===== src/rtl/fdl_port_pkg.sv =====
package fdl_port_pkg;
	// number of framers served, and byte width
	localparam int NCH = 2;
	localparam int BW = 8;
	// register index map; byte address is four times the index
	localparam logic [7:0] IX_RXB_A = 8'h28;
	localparam logic [7:0] IX_M1_A = 8'h29;
	localparam logic [7:0] IX_M2_A = 8'h2A;
	localparam logic [7:0] IX_TXB_A = 8'h7E;
	localparam logic [7:0] IX_RXB_B = 8'hC8;
	localparam logic [7:0] IX_M1_B = 8'hC9;
	localparam logic [7:0] IX_M2_B = 8'hCA;
	localparam logic [7:0] IX_TXB_B = 8'hFE;
	localparam logic [7:0] IX_CTRL_A = 8'h30;
	localparam logic [7:0] IX_CTRL_B = 8'h31;
	localparam logic [7:0] IX_STAT = 8'h32;
	localparam logic [7:0] IX_MASK = 8'h33;
	// control register fields
	localparam int CT_DESTUFF = 0;
	localparam int CT_FS_SRC = 2;
	localparam int CT_STUFF = 4;
	localparam int CT_MFLOAD = 5;
	localparam int CT_D4 = 6;
	localparam int CT_TX_EN = 7;
	// status and mask layout, one nibble per framer
	localparam int ST_FULL = 0;
	localparam int ST_MATCH = 1;
	localparam int ST_EMPTY = 2;
	localparam int ST_STRIDE = 4;
	localparam int STW = 8;
	// ones-run limits of the zero stuffer and destuffer, last bit count of a byte, register reset value
	localparam logic [2:0] ONES_FIVE = 3'h5;
	localparam logic [2:0] ONES_SAT = 3'h6;
	localparam logic [2:0] CNT_LAST = 3'h7;
	localparam logic [7:0] REG_RST = 8'h00;
	// per-framer bit strobes from the framer core
	typedef struct packed {
		logic rx_slot; // one received link bit is valid
		logic rx_bit; // received link or fs bit
		logic tx_slot; // framer takes the outgoing bit now
		logic mf_bound; // multiframe boundary pulse
	} link_in_t;
endpackage


===== src/rtl/legacy_fdl_byte_port.sv =====
`timescale 1ns/1ps
module legacy_fdl_byte_port
	import fdl_port_pkg::*;
(
	input wire logic SYS_CLK_I, // 50 MHz system clock
	input wire logic RST_I, // synchronous reset, active high
	input wire logic CYC_I, // wishbone cycle
	input wire logic STB_I, // wishbone strobe
	input wire logic WE_I, // wishbone write
	input wire logic [9:0] ADR_I, // wishbone byte address
	input wire logic [3:0] SEL_I, // wishbone byte lanes
	input wire logic [31:0] DAT_I, // wishbone write data
	output logic [31:0] DAT_O, // wishbone read data
	output logic ACK_O, // wishbone acknowledge
	input wire link_in_t [NCH-1:0] LINK_I, // framer bit strobes
	output logic [NCH-1:0] TX_BIT_O, // outgoing link or fs bit
	output logic [NCH-1:0] TX_OWN_O, // this block sources the link
	output logic INT_N_O // interrupt, active low
);

	// rotate right by one, so a byte repeats after eight bits
	function automatic logic [BW-1:0] rot8(input logic [BW-1:0] v);
		rot8 = {v[0], v[BW-1:1]};
	endfunction

	// ones counter step, saturating at six
	function automatic logic [2:0] ones_step(input logic [2:0] n, input logic b);
		ones_step = b ? ((n == ONES_SAT) ? ONES_SAT : n + 3'h1) : 3'h0;
	endfunction

	// register state, one copy per framer except the shared status and mask registers
	logic [BW-1:0] rxb_r [NCH], rxb_nxt [NCH]; // received byte
	logic [BW-1:0] m1_r [NCH], m1_nxt [NCH]; // match byte 1
	logic [BW-1:0] m2_r [NCH], m2_nxt [NCH]; // match byte 2
	logic [BW-1:0] txb_r [NCH], txb_nxt [NCH]; // host transmit byte
	logic [BW-1:0] ctl_r [NCH], ctl_nxt [NCH]; // control bits
	logic [STW-1:0] st_r, st_nxt; // sticky status flags
	logic [STW-1:0] mk_r, mk_nxt; // interrupt mask
	// receive path state
	logic [BW-1:0] rsh_r [NCH], rsh_nxt [NCH]; // receive shifter
	logic [2:0] rcnt_r [NCH], rcnt_nxt [NCH]; // bits collected
	logic [2:0] rone_r [NCH], rone_nxt [NCH]; // receive ones run
	// transmit path state
	logic [BW-1:0] tsh_r [NCH], tsh_nxt [NCH]; // transmit rotator
	logic [2:0] tcnt_r [NCH], tcnt_nxt [NCH]; // bits sent
	logic [2:0] tone_r [NCH], tone_nxt [NCH]; // transmit ones run
	logic [NCH-1:0] tbit_r, tbit_nxt; // outgoing bit
	logic [NCH-1:0] town_r, town_nxt; // source ownership
	// bus state
	logic ack_r, ack_nxt; // acknowledge
	logic [31:0] dat_r, dat_nxt; // read data
	logic int_n_r, int_n_nxt; // interrupt pin
	// decode helpers
	logic [7:0] idx; // register index
	logic req; // new bus request
	logic wr; // write strobe on lane 0
	logic [NCH-1:0] rx_take; // a bit enters the shifter
	logic [NCH-1:0] rx_done; // a byte completes
	logic [NCH-1:0] tx_stuff; // this slot sends a stuffed zero
	logic [NCH-1:0] tx_load; // host byte enters the rotator

	assign idx = ADR_I[9:2];
	assign req = CYC_I & STB_I & ~ack_r;
	assign wr = req & WE_I & SEL_I[0];

	// next state of the bus slave and all registers
	always_comb begin
		logic [STW-1:0] clr;
		logic [STW-1:0] set;
		logic [BW-1:0] rd;
		logic [BW-1:0] nb;
		clr = '0;
		set = '0;
		rd = REG_RST;
		nb = REG_RST;
		// single-cycle answer, unmapped indices read zero
		ack_nxt = req;
		mk_nxt = mk_r;
		if (wr && idx == IX_MASK) begin
			mk_nxt = DAT_I[STW-1:0];
		end
		if (wr && idx == IX_STAT) begin
			clr = DAT_I[STW-1:0]; // write one to clear
		end
		for (int c = 0; c < NCH; c++) begin
			m1_nxt[c] = m1_r[c];
			m2_nxt[c] = m2_r[c];
			txb_nxt[c] = txb_r[c];
			ctl_nxt[c] = ctl_r[c];
			rxb_nxt[c] = rxb_r[c];
			rsh_nxt[c] = rsh_r[c];
			rcnt_nxt[c] = rcnt_r[c];
			rone_nxt[c] = rone_r[c];
			tsh_nxt[c] = tsh_r[c];
			tcnt_nxt[c] = tcnt_r[c];
			tone_nxt[c] = tone_r[c];
			tbit_nxt[c] = tbit_r[c];
		end
		// framer A and framer B register writes
		if (wr) begin
			case (idx)
				IX_M1_A: m1_nxt[0] = DAT_I[BW-1:0];
				IX_M2_A: m2_nxt[0] = DAT_I[BW-1:0];
				IX_TXB_A: txb_nxt[0] = DAT_I[BW-1:0];
				IX_CTRL_A: ctl_nxt[0] = DAT_I[BW-1:0];
				IX_M1_B: m1_nxt[1] = DAT_I[BW-1:0];
				IX_M2_B: m2_nxt[1] = DAT_I[BW-1:0];
				IX_TXB_B: txb_nxt[1] = DAT_I[BW-1:0];
				IX_CTRL_B: ctl_nxt[1] = DAT_I[BW-1:0];
				default: ;
			endcase
		end
		// read multiplexer
		case (idx)
			IX_RXB_A: rd = rxb_r[0];
			IX_M1_A: rd = m1_r[0];
			IX_M2_A: rd = m2_r[0];
			IX_TXB_A: rd = txb_r[0];
			IX_CTRL_A: rd = ctl_r[0];
			IX_RXB_B: rd = rxb_r[1];
			IX_M1_B: rd = m1_r[1];
			IX_M2_B: rd = m2_r[1];
			IX_TXB_B: rd = txb_r[1];
			IX_CTRL_B: rd = ctl_r[1];
			IX_STAT: rd = st_r;
			IX_MASK: rd = mk_r;
			default: rd = REG_RST;
		endcase
		dat_nxt = (req && !WE_I) ? {24'h000000, rd} : 32'h00000000;
		for (int c = 0; c < NCH; c++) begin
			// receive: drop a zero after exactly five ones
			rx_take[c] = LINK_I[c].rx_slot & ~(ctl_r[c][CT_DESTUFF]
				& ~LINK_I[c].rx_bit & rone_r[c] == ONES_FIVE);
			rx_done[c] = rx_take[c] & (rcnt_r[c] == CNT_LAST);
			if (LINK_I[c].rx_slot) begin
				rone_nxt[c] = ones_step(rone_r[c], LINK_I[c].rx_bit);
			end
			if (rx_take[c]) begin
				nb = {LINK_I[c].rx_bit, rsh_r[c][BW-1:1]};
				rsh_nxt[c] = nb;
				rcnt_nxt[c] = rcnt_r[c] + 3'h1;
				if (rx_done[c]) begin
					rxb_nxt[c] = nb;
					set[c*ST_STRIDE+ST_FULL] = 1'b1;
					if (nb == m1_r[c] || nb == m2_r[c]) begin
						set[c*ST_STRIDE+ST_MATCH] = 1'b1;
					end
				end
			end
			// transmit: stuff a zero after five ones
			tx_stuff[c] = ctl_r[c][CT_STUFF] & (tone_r[c] == ONES_FIVE);
			tx_load[c] = (tcnt_r[c] == 3'h0) & ~tx_stuff[c]
				& (~ctl_r[c][CT_MFLOAD] | LINK_I[c].mf_bound);
			if (LINK_I[c].tx_slot) begin
				if (tx_stuff[c]) begin
					tbit_nxt[c] = 1'b0;
					tone_nxt[c] = 3'h0;
				end else begin
					nb = tx_load[c] ? txb_r[c] : tsh_r[c];
					tbit_nxt[c] = nb[0];
					tsh_nxt[c] = rot8(nb);
					tcnt_nxt[c] = tcnt_r[c] + 3'h1;
					tone_nxt[c] = ones_step(tone_r[c], nb[0]);
					if (tcnt_r[c] == CNT_LAST) begin
						set[c*ST_STRIDE+ST_EMPTY] = 1'b1;
					end
				end
			end
			// one source: off when fs comes from elsewhere in D4
			town_nxt[c] = ctl_r[c][CT_TX_EN]
				& ~(ctl_r[c][CT_D4] & ctl_r[c][CT_FS_SRC]);
		end
		// set wins over a clear in the same cycle
		st_nxt = (st_r & ~clr) | set;
		int_n_nxt = ~|(st_nxt & mk_nxt);
	end

	// register everything
	always_ff @(posedge SYS_CLK_I) begin
		if (RST_I) begin
			ack_r <= 1'b0;
			dat_r <= 32'h00000000;
			st_r <= '0;
			mk_r <= '0;
			int_n_r <= 1'b1;
			tbit_r <= '0;
			town_r <= '0;
			for (int c = 0; c < NCH; c++) begin
				rxb_r[c] <= REG_RST;
				m1_r[c] <= REG_RST;
				m2_r[c] <= REG_RST;
				txb_r[c] <= REG_RST;
				ctl_r[c] <= REG_RST;
				rsh_r[c] <= REG_RST;
				rcnt_r[c] <= 3'h0;
				rone_r[c] <= 3'h0;
				tsh_r[c] <= REG_RST;
				tcnt_r[c] <= 3'h0;
				tone_r[c] <= 3'h0;
			end
		end else begin
			ack_r <= ack_nxt;
			dat_r <= dat_nxt;
			st_r <= st_nxt;
			mk_r <= mk_nxt;
			int_n_r <= int_n_nxt;
			tbit_r <= tbit_nxt;
			town_r <= town_nxt;
			for (int c = 0; c < NCH; c++) begin
				rxb_r[c] <= rxb_nxt[c];
				m1_r[c] <= m1_nxt[c];
				m2_r[c] <= m2_nxt[c];
				txb_r[c] <= txb_nxt[c];
				ctl_r[c] <= ctl_nxt[c];
				rsh_r[c] <= rsh_nxt[c];
				rcnt_r[c] <= rcnt_nxt[c];
				rone_r[c] <= rone_nxt[c];
				tsh_r[c] <= tsh_nxt[c];
				tcnt_r[c] <= tcnt_nxt[c];
				tone_r[c] <= tone_nxt[c];
			end
		end
	end

	assign DAT_O = dat_r;
	assign ACK_O = ack_r;
	assign TX_BIT_O = tbit_r;
	assign TX_OWN_O = town_r;
	assign INT_N_O = int_n_r;
endmodule


===== config.mk =====
export PLATFORM = sky130hd
export DESIGN_NAME = legacy_fdl_byte_port
export DESIGN_NICKNAME = d
export VERILOG_FILES = /design/src/rtl/fdl_port_pkg.sv /design/src/rtl/legacy_fdl_byte_port.sv
export SDC_FILE = /design/constraint.sdc
export NUM_CORES = 1
export LEC_CHECK = 0
export BUFFER_PORTS_ARGS = -buffer_cell sky130_fd_sc_hd__buf_2
export CORE_MARGIN = 1
export CORE_UTILIZATION = 43
export DETAILED_ROUTE_END_ITERATION = 10
export GPL_TIMING_DRIVEN = 0
export PLACE_DENSITY_LB_ADDON = 0.05
export SYNTH_ARGS = -nofsm -noshare
export SYNTH_HDL_FRONTEND = slang
export SYNTH_SLANG_ARGS = --single-unit

===== constraint.sdc =====
create_clock -name SYS_CLK_I -period 2.5 [get_ports SYS_CLK_I]
set_clock_uncertainty 0.05 [all_clocks]
set_input_delay 0.75 -clock SYS_CLK_I [delete_from_list [all_inputs] [get_ports SYS_CLK_I]]
set_output_delay 0.75 -clock SYS_CLK_I [all_outputs]
set_load 0.02 [all_outputs]

# Yosys cells after proc, flatten, opt, wreduce, memory -nomap -nowiden
# Memories as Yosys holds them, arrays and structs flattened.
# Cells that the tools add are included.
[totals]
ff_bits = 54
ramBits = 136
out_inout_bits = 38
mem_count = 11
[op_classes]
add_sub_neg = 8
eq_ne = 28
muxes = 86
n_bitwise = 62
reduce_logical = 11
[memory_table]
columns = ["name", "words", "width", "rd", "rd_clocked_by_memory_dff", "write_ports", "line", "text"]
rows = [
  ["ctl_r", 2, 8, 2, 0, 2, "legacy_fdl_byte_port.sv:36", "logic [BW-1:0] ctl_r [NCH], ctl_nxt [NCH];"],
  ["m1_r", 2, 8, 2, 0, 2, "legacy_fdl_byte_port.sv:33", "logic [BW-1:0] m1_r [NCH], m1_nxt [NCH];"],
  ["m2_r", 2, 8, 2, 0, 2, "legacy_fdl_byte_port.sv:34", "logic [BW-1:0] m2_r [NCH], m2_nxt [NCH];"],
  ["rsh_r", 2, 8, 2, 0, 2, "legacy_fdl_byte_port.sv:40", "logic [BW-1:0] rsh_r [NCH], rsh_nxt [NCH];"],
  ["rxb_r", 2, 8, 2, 0, 2, "legacy_fdl_byte_port.sv:32", "logic [BW-1:0] rxb_r [NCH], rxb_nxt [NCH];"],
  ["tsh_r", 2, 8, 2, 0, 2, "legacy_fdl_byte_port.sv:44", "logic [BW-1:0] tsh_r [NCH], tsh_nxt [NCH];"],
  ["+5 memories", "--", "--", "--", "--", "--", "--", ""],
]
[ops]
columns = ["cell", "n"]
rows = [
  ["two-way mux 8 bit", 36],
  ["one-hot mux 8 bit (12 select lines)", 1],
  ["two-way mux 3 bit", 28],
  ["two-way mux 16 bit", 4],
  ["equality test 8 x 6 -> 1 bit, second input constant", 7],
  ["equality test 3 bit, second input constant", 12],
  ["equality test 8 bit", 4],
  ["equality test 8 bit, second input constant", 4],
  ["adder 3 x 1 -> 3 bit, second input constant", 8],
  ["OR 1 bit", 24],
  ["bitwise AND 1 bit", 22],
  ["bitwise AND 8 bit", 2],
  ["two-way mux 1 bit", 13],
  ["inverter 1 bit", 12],
  ["equality test 8 x 7 -> 1 bit, second input constant", 1],
  ["two-way mux 2 bit", 4],
  ["inverter 8 bit", 1],
  ["OR 8 x 7 -> 8 bit", 1],
  ["OR reduction 8 bit", 1],
  ["logical NOT 3 bit", 2],
  ["logical AND 1 bit", 3],
  ["logical NOT 1 bit", 2],
  ["logical OR 1 bit", 2],
  ["OR reduction 2 bit", 1],
]

# Logic depth before layout (Yosys ltp)
[depth]
word_depth = 12
mapped_depth = 9
mapped_depth_nobuf = 8

# Worst setup path after synthesis
# OpenSTA, ideal clock, no wires.
[synth_path]
path_kind = "input-to-reg"
start = "in ADR_I[9]"
end = "mem ctl_r[0][4]"
setup_ns = 0.128
t_arrival_ns = 2.243
required_ns = 2.322
path_slack_ns = 0.080
stages = 9
path_cell_list = "buf_6 > and4bb_1 > buf_4 > nand2_2 > or2_1 > buf_6 > nor3_4 > mux2i_1 > nor2_1"
[synth_lines]
columns = ["item", "line", "text"]
rows = [
  ["start: declaration", "legacy_fdl_byte_port.sv:10", "input wire logic [9:0] ADR_I,"],
  ["end: declaration", "legacy_fdl_byte_port.sv:36", ""],
]

# Final worst setup path
[layout_path]
start = "in ADR_I[5]"
end = "reg dat_r[2], in the netlist DAT_O[2]"
[layout_via]
elab_chain_cells = 2
elab_cells_between_ends = 13
cone_classes = "eq/ne: 12; mux: 1"
[layout_lines]
columns = ["item", "line", "text"]
rows = [
  ["equality test 8 x 6 -> 1 bit (tied with other cells)", "legacy_fdl_byte_port.sv:114", "case (idx)"],
  ["one-hot mux 8 bit (12 select lines) (*)", "legacy_fdl_byte_port.sv:114", ""],
  ["end signal: assignment", "legacy_fdl_byte_port.sv:203", "dat_r <= dat_nxt;"],
  ["end: declaration", "legacy_fdl_byte_port.sv:51", "logic [31:0] dat_r, dat_nxt;"],
]
# Every way passes the cells marked *; elsewhere a longest branch is shown, timed or not.
# A chain may end at the register's enable or synchronous reset.

==> impl_results.md <==
- Core ar.: 17500 sq um
- Clock slew at reported path FFs: 0.06 ns
- Post-synthesis sequential area ratio: 42.0%
- Synth Warn #: 0
- Critical R2R Launch: rone_r[0][0]
- Avg Inst Size Synth: 8.99 sq um
- HP Class: reg -> reg
- Die area: 18700 sq um
- FF-to-FF End: INT_N_O
- Number of global-route vias before repair: 6123
- Hold Fails Final Rpt: 0
- Post-Synth Adder-Cell Area: 3.52%
- Simple logic cell fraction of the synthesized area: 18.5%
- Initial Utilization: 44.6%
- Post-synthesis xor/xnor area fraction: 4.03%
- Share of cells above drive strength 1: 11.9%
- Final setup vio count: 0
- Slew @ Worst Pin: 0.942 ns
- First-pass GRT wire length: 35300 um
- DIE HEIGHT: 137 um
- DP Cell Count: 1150
- Core occupancy in the finished layout: 51.2%
- Multi-input gate area: 4160 sq um
- Htree depth: 4
- CP startpoint: ADR_I[5]
- Tot GR Track Use: 25.9%
- Number of distinct library cells after synthesis: 60
- Register area: 3280 sq um
- Met2 capacity usage during global routing: 41.1%
- # DRC: 0
- Port Buffers: 32
- Pwr dens: 653 nW/um^2
- Total grt overflow: 0
- Die span in x: 137 um
- End point of the critical path: DAT_O[2]
- Leakage power: 0.00360 uW
- Pins over their slew limit: 0
- Io pins: 97
- Drt total wl: 23300 um
- Diodes inserted: 0
- Most instantiated cells after synthesis: 164 x dfxtp_1, 111 x nor2_1, 93 x mux2i_1
- Tcrit/Tclk final: 95.5%
- Layer with the highest usage: met2
- Layout net count: 1025
- Top FF cell, synth: dfxtp_1
- Worst R2R Setup Slack: 0.33 ns
- Post-Synthesis Cell Area: 7820 sq um
- Largest net degree at the start of global routing: 17
- Post-route insts no fill: 1180
- Post-route minimum period: 2.39 ns
- GP Congestion: 0.902
- #FFs+latches synth: 164
- DRT Pass-1 Iters: 7
- Final ANT Viol Nets: 0
- CTS Buf Count: 17
- Worst slew margin: 37.2%
- Vias per Instance: 5.62
- Clk_lat worst skew: 0.44 ns
- Share of flip-flops with an asynchronous set or reset: 0%
- Post-synthesis mux area share: 12.9%
- Cell accounting for the most synthesized area: dfxtp_1
- Worst r2r path cells: 7
- Average wire per standard cell: 19.8 um
- Top cells by area, synth: dfxtp_1 42%, mux2i_1 12%, nor2_1 5.3%
- Highest clock rate: 419 MHz
- Yosys top cell area share: 42.0%
- Initial antenna violation count: 0
- Largest family of logic cells by synthesized area: simple AND/OR/NAND/NOR gates
- Critical Path Fanout Max: 8
- Global Route met1 Usage: 34.9%
- EDFF count, synth: 0
- Initial DRC Count: 465
- Worst setup SP type: input port
- Most frequent cell after synthesis: dfxtp_1
- WP data required: 2.78 ns
- Worst Path Arrival: 2.67 ns
- Critical Path End Type: flop
- Crit Path Class: in -> reg
- RSZ-0062 raised after global routing: no
- Status: completed
- Site Rows: 48
- Met3 GRT Util: 4.81%
- Vias: 6626
- Layout Area Growth over Synthesis: 14.8%
- # fillers: 1691
- Max cap viols: 0
- Clock sink count: 164
- Post-Synthesis Cells: 870
- Clock Path Buffers: 2
- CTS tree: built
- Synth Area in Compound Gates: 12.8%
- Worst vdd ir: 629 uV
- Clock tree root buffer cell: clkbuf_16
- Dpl hpwl: 17100 um
## placed cells by master (no fill, tap or decap), types with 4 or more instances in the layout
| cell type | synthesis | routed |
|---|---|---|
| a211oi_1 | 10 | 9 |
| a21oi_1 | 70 | 70 |
| a22oi_1 | 24 | 24 |
| and2_1 | 5 | 5 |
| and3_1 | 5 | 5 |
| buf_2 | 4 | 36 |
| buf_4 | 25 | 26 |
| bufinv_16 | 0 | 4 |
| clkbuf_1 | 42 | 43 |
| clkbuf_16 | 0 | 17 |
| conb_1 | 1 | 24 |
| dfxtp_1 | 164 | 164 |
| ha_1 | 22 | 22 |
| inv_1 | 25 | 25 |
| mux2i_1 | 93 | 93 |
| nand2_1 | 81 | 81 |
| nand2b_1 | 7 | 7 |
| nand3_1 | 27 | 27 |
| nand3b_1 | 5 | 5 |
| nand4_1 | 6 | 6 |
| nor2_1 | 111 | 110 |
| nor3_1 | 7 | 7 |
| nor3_4 | 6 | 6 |
| nor4_1 | 4 | 4 |
| o21ai_0 | 9 | 9 |
| o221ai_1 | 14 | 14 |
| o22ai_1 | 16 | 16 |
| xnor2_1 | 18 | 18 |
| xor2_1 | 18 | 18 |
## critical path, cell delays in order
cell and delay [ns]:
buf_2 0.17, or3b_1 0.36, clkbuf_1 0.24, nor2_1 0.41, a22oi_1 0.16, o22ai_1 0.26, nor3_1 0.07, a21oi_1 0.25
## layer usage
| layer | share of wire (%) | up-vias |
|---|---|---|
| met5 | 0 | - |
| met4 | 2.2 | 0 |
| met3 | 6.7 | 31 |
| met2 | 46 | 260 |
| met1 | 45 | 3182 |
| li1 | - | 3153 |
## final cells by class
cell class,count,share of cell area (%)
multi-input cells,629,46.4
flip-flops and latches,164,36.6
clock buffers,20,4.86
plain buffers,74,4.39
well taps,225,3.14
repair buffers,33,1.87
clock inverters,10,1.77
inverters,25,1.05
## worst min-delay path by stage
stage,startpoint,cells after the start,to,slack (ns)
2_1_floorplan,ctl_r[0][15],2,TX_OWN_O[1],0.37
3_3_place_gp,tsh_r[0][13],2,tsh_r[0][13],0.39
3_5_place_dp,tsh_r[0][8],2,tsh_r[0][8],0.40
4_1_cts,tsh_r[0][8],2,tsh_r[0][8],0.40
5_1_grt,tsh_r[0][0],2,tsh_r[0][0],0.42
6_report,tsh_r[0][8],2,tsh_r[0][8],0.40
## power breakdown
group	internal, uW	total [uW]	leakage (uW)	switching, uW
Clock	1650	2710	0.000286	1060
Sequential	2660	2690	0.00133	34.3
Combinational	150	463	0.00199	313
Total	4460	5870	0.00360	1410
## registers in the layout, indices dropped and copies added (netlist names), 14 cells and up
name   flops
ctl_r     16
m1_r      16
m2_r      16
rsh_r     14
rxb_r     16
tsh_r     16
txb_r     16
## repair_timing
item                                    CTS  global route
pin swaps                                 0             1
resized for setup                         3             4
cloned                                    0             0
hold buffers                              0             0
buffers inserted                          0             1
endpoints found under the setup margin    8            16
## per-stage QoR
step                setup TNS [ns]  area, sq um  hold WS, ns  total power [uW]  worst slack (ns)
finish                           0         8980        0.401              5870             0.113
global route                     0         8980        0.417              6060            0.0515
CTS                              0         8960        0.405              5900            0.0774
detailed placement          -13.53         8350        0.395              3200            -0.637
global placement            -10.71         8350        0.389              3190            -0.545
floorplan                        0         7910        0.372              3060            0.0796
## cell families after synthesis
| kind of cell | count (synthesis) |
|---|---|
| simple gates | 292 |
| flops | 164 |
| compound gates | 158 |
| buf+inv | 100 |
| mux | 97 |
| xor+xnor | 36 |
| fa+ha+maj | 22 |
| other cells | 1 |
(Power assumes the default switching activity.)
